--- src/rtl/aas_pkg.sv ---
package aas_pkg;

  // ==========================================
  // register map
  localparam logic [3:0] ADDR_CTRL = 4'h0;
  localparam logic [3:0] ADDR_STATUS = 4'h4;
  localparam int CTRL_LOOP_BIT = 0;
  localparam int CTRL_TEST_BIT = 1;
  localparam int CTRL_HOLD_BIT = 2;
  localparam logic [2:0] CTRL_RESET = 3'h0;
  localparam int STAT_LT_LSB = 0;
  localparam int STAT_NT_LSB = 4;
  localparam int STAT_TRANSP_BIT = 8;
  localparam int STAT_ARMED_BIT = 9;

  // ==========================================
  // timing and widths
  // superframes with the warning bit at zero before going silent
  localparam logic [2:0] WARN_SUPERFRAMES = 3'h3;
  // two B channels of 8 bits plus two D bits
  localparam int PAYLOAD_W = 18;

  // ==========================================
  // line signal codes towards the terminal side
  localparam logic [1:0] SIG_SILENCE = 2'h0;
  localparam logic [1:0] SIG_WAKE = 2'h1;
  localparam logic [1:0] SIG_SYNC = 2'h2;
  localparam logic [1:0] SIG_ACTIVE = 2'h3;

  // ==========================================
  // types
  typedef enum logic [1:0] {
    LT_IDLE = 2'b00,
    LT_ALERT = 2'b01,
    LT_SILENT = 2'b10
  } aas_lt_state_t;

  typedef enum logic [2:0] {
    NT_RESET = 3'b000,
    NT_AWAIT = 3'b001,
    NT_LINEUP = 3'b010,
    NT_TERMUP = 3'b011,
    NT_ACTIVE = 3'b100,
    NT_HOLD = 3'b101,
    NT_TEST = 3'b110
  } aas_nt_state_t;

  typedef struct packed {
    logic activated;
    logic deactivated;
    logic halfUp;
    logic failed;
  } aas_prim_t;

  typedef struct packed {
    logic [3:0] addr;
    logic [31:0] wdata;
    logic wr;
    logic rd;
  } aas_reg_req_t;

endpackage

--- src/rtl/aas_warn_timer.sv ---
`timescale 1ns/1ps
module aas_warn_timer
  import aas_pkg::*;
(
  input wire logic clk_sys,
  input wire logic rst,
  input wire logic run,
  input wire logic superframeTick,
  output logic [2:0] tickCount,
  output logic done
);

  // ==========================================
  // superframe counter
  // first tick only aligns: the alert may start mid-superframe
  assign done = run && superframeTick && (tickCount == WARN_SUPERFRAMES);

  always_ff @(posedge clk_sys or posedge rst) begin
    if (rst) begin
      tickCount <= 3'h0;
    end else if (!run) begin
      tickCount <= 3'h0;
    end else if (superframeTick && tickCount != WARN_SUPERFRAMES) begin
      tickCount <= tickCount + 3'h1;
    end
  end

endmodule

--- src/rtl/aas_activation_seq.sv ---
`timescale 1ns/1ps
// How it works
// - deactivate request enters alerting, warning bit zero for three full superframes
// - after the warning interval the line side sends silence
// - after a failed wake-up, a fresh idle-to-wake edge is needed
// - leaving test returns to prior state unless indication bits changed
// - payload holds its last value until both activation bits are set
// - loopback makes the payload transparent whatever the activation bits
// - hold state freezes activation bit and signal code outputs
// - terminal activation and line sync accepted in either order
module aas_activation_seq
  import aas_pkg::*;
(
  input wire logic clk_sys,
  input wire logic rst,
  input wire aas_reg_req_t regReq,
  output logic [31:0] regRdata,
  input wire logic deactivateRequestPrimitive,
  input wire logic activateRequestPrimitive,
  input wire logic superframeTick,
  output logic deaWarnBit,
  output logic lineSilence,
  input wire logic terminalWakeupPin,
  input wire logic terminalActivePin,
  input wire logic lineSyncedPin,
  input wire logic wakeupFail,
  input wire logic actRx,
  input wire logic uoaRx,
  output logic actTx,
  output logic [1:0] ntSignal,
  input wire logic [PAYLOAD_W-1:0] payloadIn,
  output logic [PAYLOAD_W-1:0] payloadOut,
  output aas_prim_t prim
);

  aas_lt_state_t ltState, ltNext;
  aas_nt_state_t ntState, ntNext, savedState;
  logic [2:0] ctrl;
  logic [2:0] pinMeta, pinSync;
  logic wakePrev, armed, savedAct, savedUoa;
  logic [2:0] tickCount;
  logic warnDone;
  logic wakeRise, wake, termActive, lineSynced;
  logic loopbackEn, testBit, holdBit, transparent, bitsChanged;
  logic [1:0] next_ntSignal;
  logic next_actTx;
  logic [31:0] statusWord, next_rdata;

  // ==========================================
  // pin synchronisers
  always_ff @(posedge clk_sys or posedge rst) begin
    if (rst) begin
      pinMeta <= 3'h0;
      pinSync <= 3'h0;
    end else begin
      pinMeta <= {lineSyncedPin, terminalActivePin, terminalWakeupPin};
      pinSync <= pinMeta;
    end
  end

  assign wake = pinSync[0];
  assign termActive = pinSync[1];
  assign lineSynced = pinSync[2];
  assign wakeRise = wake && !wakePrev;
  assign loopbackEn = ctrl[CTRL_LOOP_BIT];
  assign testBit = ctrl[CTRL_TEST_BIT];
  assign holdBit = ctrl[CTRL_HOLD_BIT];

  // ==========================================
  // line-side deactivation sequence
  aas_warn_timer u_warn (
    .clk_sys(clk_sys),
    .rst(rst),
    .run(ltState == LT_ALERT),
    .superframeTick(superframeTick),
    .tickCount(tickCount),
    .done(warnDone)
  );

  always_comb begin
    ltNext = ltState;
    case (ltState)
      LT_IDLE: if (deactivateRequestPrimitive) ltNext = LT_ALERT;
      LT_ALERT: if (warnDone) ltNext = LT_SILENT;
      LT_SILENT: if (activateRequestPrimitive) ltNext = LT_IDLE;
      default: ltNext = LT_IDLE;
    endcase
  end

  always_ff @(posedge clk_sys or posedge rst) begin
    if (rst) begin
      ltState <= LT_IDLE;
      deaWarnBit <= 1'b1;
      lineSilence <= 1'b0;
    end else begin
      ltState <= ltNext;
      deaWarnBit <= (ltNext != LT_ALERT);
      lineSilence <= (ltNext == LT_SILENT);
    end
  end

  // ==========================================
  // customer-side activation state machine
  assign bitsChanged = (actRx != savedAct) || (uoaRx != savedUoa);

  always_comb begin
    ntNext = ntState;
    case (ntState)
      NT_RESET: begin
        if (armed && wake) ntNext = NT_AWAIT;
        else if (lineSynced) ntNext = NT_LINEUP;
      end
      NT_AWAIT: begin
        if (lineSynced) ntNext = NT_LINEUP;
        else if (termActive) ntNext = NT_TERMUP;
      end
      NT_LINEUP: begin
        if (!lineSynced) ntNext = NT_RESET;
        else if (termActive) ntNext = NT_ACTIVE;
      end
      NT_TERMUP: if (lineSynced) ntNext = NT_ACTIVE;
      NT_ACTIVE: if (!lineSynced) ntNext = NT_RESET;
      NT_HOLD: if (!holdBit) ntNext = savedState;
      NT_TEST: begin
        if (!testBit) ntNext = bitsChanged ? NT_RESET : savedState;
      end
      default: ntNext = NT_RESET;
    endcase
    if (ntState != NT_TEST && ntState != NT_HOLD) begin
      if (testBit) ntNext = NT_TEST;
      else if (holdBit && ntState != NT_RESET && ntState != NT_AWAIT) ntNext = NT_HOLD;
    end
    if (wakeupFail && ntState != NT_TEST) ntNext = NT_RESET;
  end

  // outputs follow the next state, so hold and test simply keep them
  always_comb begin
    next_actTx = actTx;
    next_ntSignal = ntSignal;
    case (ntNext)
      NT_RESET: begin
        next_actTx = 1'b0;
        next_ntSignal = SIG_SILENCE;
      end
      NT_AWAIT: begin
        next_actTx = 1'b0;
        next_ntSignal = SIG_WAKE;
      end
      NT_LINEUP, NT_TERMUP: begin
        next_actTx = 1'b0;
        next_ntSignal = SIG_SYNC;
      end
      NT_ACTIVE: begin
        next_actTx = 1'b1;
        next_ntSignal = SIG_ACTIVE;
      end
      default: begin
        next_actTx = actTx;
        next_ntSignal = ntSignal;
      end
    endcase
  end

  always_ff @(posedge clk_sys or posedge rst) begin
    if (rst) begin
      ntState <= NT_RESET;
      savedState <= NT_RESET;
      savedAct <= 1'b0;
      savedUoa <= 1'b0;
      actTx <= 1'b0;
      ntSignal <= SIG_SILENCE;
    end else begin
      ntState <= ntNext;
      actTx <= next_actTx;
      ntSignal <= next_ntSignal;
      if ((ntNext == NT_TEST || ntNext == NT_HOLD) && ntState != ntNext) begin
        savedState <= ntState;
        savedAct <= actRx;
        savedUoa <= uoaRx;
      end
    end
  end

  // a wake level held through a failure does not re-arm; set beats clear
  always_ff @(posedge clk_sys or posedge rst) begin
    if (rst) begin
      wakePrev <= 1'b0;
      armed <= 1'b0;
    end else begin
      wakePrev <= wake;
      if (wakeRise) armed <= 1'b1;
      else if (wakeupFail && ntState != NT_TEST) armed <= 1'b0;
    end
  end

  // ==========================================
  // payload gating
  assign transparent = loopbackEn || (actTx && actRx);

  always_ff @(posedge clk_sys or posedge rst) begin
    if (rst) begin
      payloadOut <= '0;
    end else if (transparent) begin
      payloadOut <= payloadIn;
    end
  end

  // ==========================================
  // primitives towards management
  always_ff @(posedge clk_sys or posedge rst) begin
    if (rst) begin
      prim <= '0;
    end else begin
      prim.activated <= (ntNext == NT_ACTIVE) && (ntState != NT_ACTIVE);
      prim.deactivated <= (ltNext == LT_SILENT) && (ltState != LT_SILENT);
      prim.halfUp <= (ntNext == NT_LINEUP || ntNext == NT_TERMUP) && (ntState != ntNext);
      prim.failed <= wakeupFail && (ntState != NT_TEST);
    end
  end

  // ==========================================
  // register port
  assign statusWord = {22'h0, armed, transparent, 1'b0, ntState, 2'h0, ltState};
  assign next_rdata = (regReq.addr == ADDR_CTRL) ? {29'h0, ctrl} :
                      (regReq.addr == ADDR_STATUS) ? statusWord : 32'h0;

  always_ff @(posedge clk_sys or posedge rst) begin
    if (rst) begin
      ctrl <= CTRL_RESET;
      regRdata <= 32'h0;
    end else begin
      if (regReq.wr && regReq.addr == ADDR_CTRL) ctrl <= regReq.wdata[2:0];
      regRdata <= regReq.rd ? next_rdata : 32'h0;
    end
  end
endmodule

--- config.mk ---
export PLATFORM = sky130hd
export DESIGN_NAME = aas_activation_seq
export DESIGN_NICKNAME = d
export VERILOG_FILES = /design/src/rtl/aas_pkg.sv /design/src/rtl/aas_warn_timer.sv /design/src/rtl/aas_activation_seq.sv
export SDC_FILE = /design/constraint.sdc
export NUM_CORES = 1
export LEC_CHECK = 0
export ABC_CLOCK_PERIOD_IN_PS = 2000
export BUFFER_PORTS_ARGS = -buffer_cell sky130_fd_sc_hd__buf_2
export CORE_MARGIN = 3
export CORE_UTILIZATION = 27
export CTS_CLUSTER_SIZE = 25
export DETAILED_ROUTE_END_ITERATION = 6
export GPL_TIMING_DRIVEN = 0
export HOLD_SLACK_MARGIN = 0.12
export MAX_ROUTING_LAYER = met4
export PLACE_DENSITY = 0.5
export SYNTH_ARGS = -nofsm -noshare
export SYNTH_HDL_FRONTEND = slang
export SYNTH_SLANG_ARGS = --single-unit
--- constraint.sdc ---
create_clock -name clk_sys -period 2 [get_ports clk_sys]
set_input_delay 0.4 -clock clk_sys [delete_from_list [all_inputs] [get_ports clk_sys]]
set_output_delay 0.4 -clock clk_sys [all_outputs]
set_load 0.01 [all_outputs]
==> summary.txt <==
Outcome = complete, but fails checks
Violated checks = setup timing
GRT Overall Usage = 0.118
Gpl congestion = 0.844
DRT iter0 DRCs = 94
Commonest non-fill, non-tap cell in the layout = buf_2
Initial antenna violation count = 0
Slew @ Worst Pin = 0.602 ns
Hold slack = 0.167 ns
Die width = 111 µm
Routed wire length = 7.21 mm
Syn. warnings = 0
Rows = 37
Most frequent cells in the layout = buf_2 (76), dfrtp_1 (58), buf_4 (37)
TritonCTS sink count = 59
Final Net Count = 443
Period minus WS final = 2.30 ns
Critical Path Fanout Max = 4
Area grow syn2layout = 39.7%
Hpwl dp = 4.89 mm
Skew final = 0.00639 ns
Area of the core = 0.0105 mm²
Layout cells sized above 1 = 0.533
Detail Route Antenna Nets = 0
Syn Area/Cell = 11.9 µm²
Cell Chain, Critical Path = buf_6 > and4bb_1 > o21ai_2 > a41oi_2 > nand2b_4 > o211ai_4 > a21oi_4 > mux2_4
WP depth = 8
Final cell count without fillers = 515
Final setup vio count = 7
Kind of critical path = reg -> reg
Post-synthesis simple-gate area fraction = 0.126
Critical path's top delay family = compound AO/OA/AOI/OAI gates
Post-synth ARST share = 1.00
Slowest stage delay, CP = 0.42 ns
Pwr dens = 1390 mW/mm²
Largest net degree at the start of global routing = 41
CP Launch Type = register
Max-Cap Viols = 0
DRT Pass-1 Iters = 5
Unrepaired setup endpoints after global routing = yes
Remaining routing DRC violations = 0
Worst endpoint required time = 2.21 ns
Final Max Tran Viols = 0
Accumulated negative setup slack = -1.40 ns
First-pass GRT wire length = 11.3 mm
Initial Util = 0.282
Worst Slack Setup Final = -0.298 ns
Compound-cell area share of the yosys netlist = 0.126
Reg2reg path depth = 8
CTS Root Cell = clkbuf_8
Final instance area = 0.00413 mm²
I/O pin total = 126
Clock Pin Slew Worst Setup and Hold Paths = 0.07 ns
Gr ovfl total = 0
Number of global-route vias before repair = 2215
Die area = 0.0123 mm²
Clk buf depth = 2
Hold Path Stages = 1
Via-per-instance ratio = 4.34
Synth Area in XOR/XNOR = 0.0173
H-Tree Depth = 3
Relative slew slack = 0.599
Crit end category = register
Post-synthesis mux area share = 0.119
Cell Area, Synth = 0.00296 mm²
WP buf/inv = 1
Yosys cell types = 61
Mapped Cells = 248
Hold WC Path Type = in -> reg
EDFF count, synth = 0
CTS tree = done
Die height = 111 µm
Final hold vios = 0
Clock Latency Late Sink = 0.33 ns
CP arrival = 2.51 ns
Crit share post-route = 1.15
Maximum vdd drop = 0.000442 V
# diodes = 0
Post-synthesis adder-cell area fraction = 0.00846
Ys flop type = dfrtp_1
Routed length per instance = 14.0 µm
Main combinational cell family by area after synthesis = compound AO/OA/AOI/OAI gates
Placed insts = 480
Via count = 2236
Seq/Total Area, Yosys = 0.499
Maximum clock rate = 435 MHz
Seq cells post-synth = 59
DP Area = 0.00360 mm²
Critical path's slowest cell = dfrtp_1
Port bufs = 72
Clock buffer count from CTS = 9
Leakage = 2.03 nW
==> cells by family after synthesis <==
family                     Yosys count
muxes                               30
buffers and inverters               42
AOI/OAI and AO/OA                   43
xor gates and xnor gates             5
DFF                                 59
and+or+nand+nor                     66
other                                1
adders and majority gates            2
==> routing by layer <==
metal  GRT usage  wire length (µm)  vias up  share of wire
met5           -                 0        -              0
met4      0.0550               173        0          0.024
met3      0.0360               373       13          0.052
met2       0.181              3490       72           0.48
met1       0.144              3170     1076           0.44
li1            -                 -     1075              -
==> stage by stage <==
stage	setup slack, ns	total power, mW	util
after CTS	-0.276	5.45	0.375
after floorplan	-0.0789	3.47	-
final	-0.298	5.74	0.393
after detailed placement	-0.449	4.09	0.342
after global placement	-0.652	4.05	0.341
after global routing	-0.379	6.10	0.393
==> sequential cells by signal, indices dropped and copies added (netlist names) <==
register	count
prim	4
lineSilence	1
ctrl	3
pinMeta	3
savedAct	1
u_warn.tickCount	3
armed	1
ntState	3
ntSignal	2
savedState	3
payloadOut	18
deaWarnBit	1
pinSync	3
actTx	1
savedUoa	1
regRdata	8
wakePrev	1
ltState	2
==> Yosys cell counts (all sizes together), types with 3 or more instances <==
library cell,instances,share of area
nor2,16,0.020
nand2b,4,0.0085
o21a,3,0.0080
inv,8,0.010
nand3b,3,0.012
buf,32,0.088
mux2i,4,0.014
nand2,13,0.016
xnor2,5,0.017
a21oi,7,0.017
nor3,5,0.0085
dfrtp,58,0.49
nor2b,5,0.011
mux2,26,0.11
and2,5,0.011
o21ai,12,0.027
==> final timing paths <==
kind | from | endpoint | slack, ns
max | ntState[0] | savedState[0] | -0.30
min | terminalActivePin | pinMeta[1] | 0.17
max reg2reg | ntState[0] | savedState[0] | -0.30
min reg2reg | pinMeta[0] | pinSync[0] | 0.35
max in group asynchronous | rst | ntSignal[1] | 0.80
min in group asynchronous | rst | ltState[0] | 0.63
==> area by class of cell <==
class                   count  area [µm²]
flip-flops and latches     59        1480
plain buffers              33         275
well taps                 136         170
multi-input cells         170        1440
repair buffers             92         541
fillers                  1063        6370
clock buffers              13         169
inverters                   9        38.8
clock inverters             3        21.3
==> where the power goes <==
group	internal, mW	switching (mW)
combinational	1.47	1.47
sequential	1.55	0.217
clock	0.552	0.477
total	3.58	2.16
==> repair_timing <==
action,4_1_cts,5_1_grt
pin swaps,6,8
hold endpoints to repair,18,0
setup endpoints to repair,16,10
cloned,2,1
setup buffers,9,7
gates resized for setup,16,24
hold buffers,1,0
No activity file was read; power rests on OpenSTA's default activity.
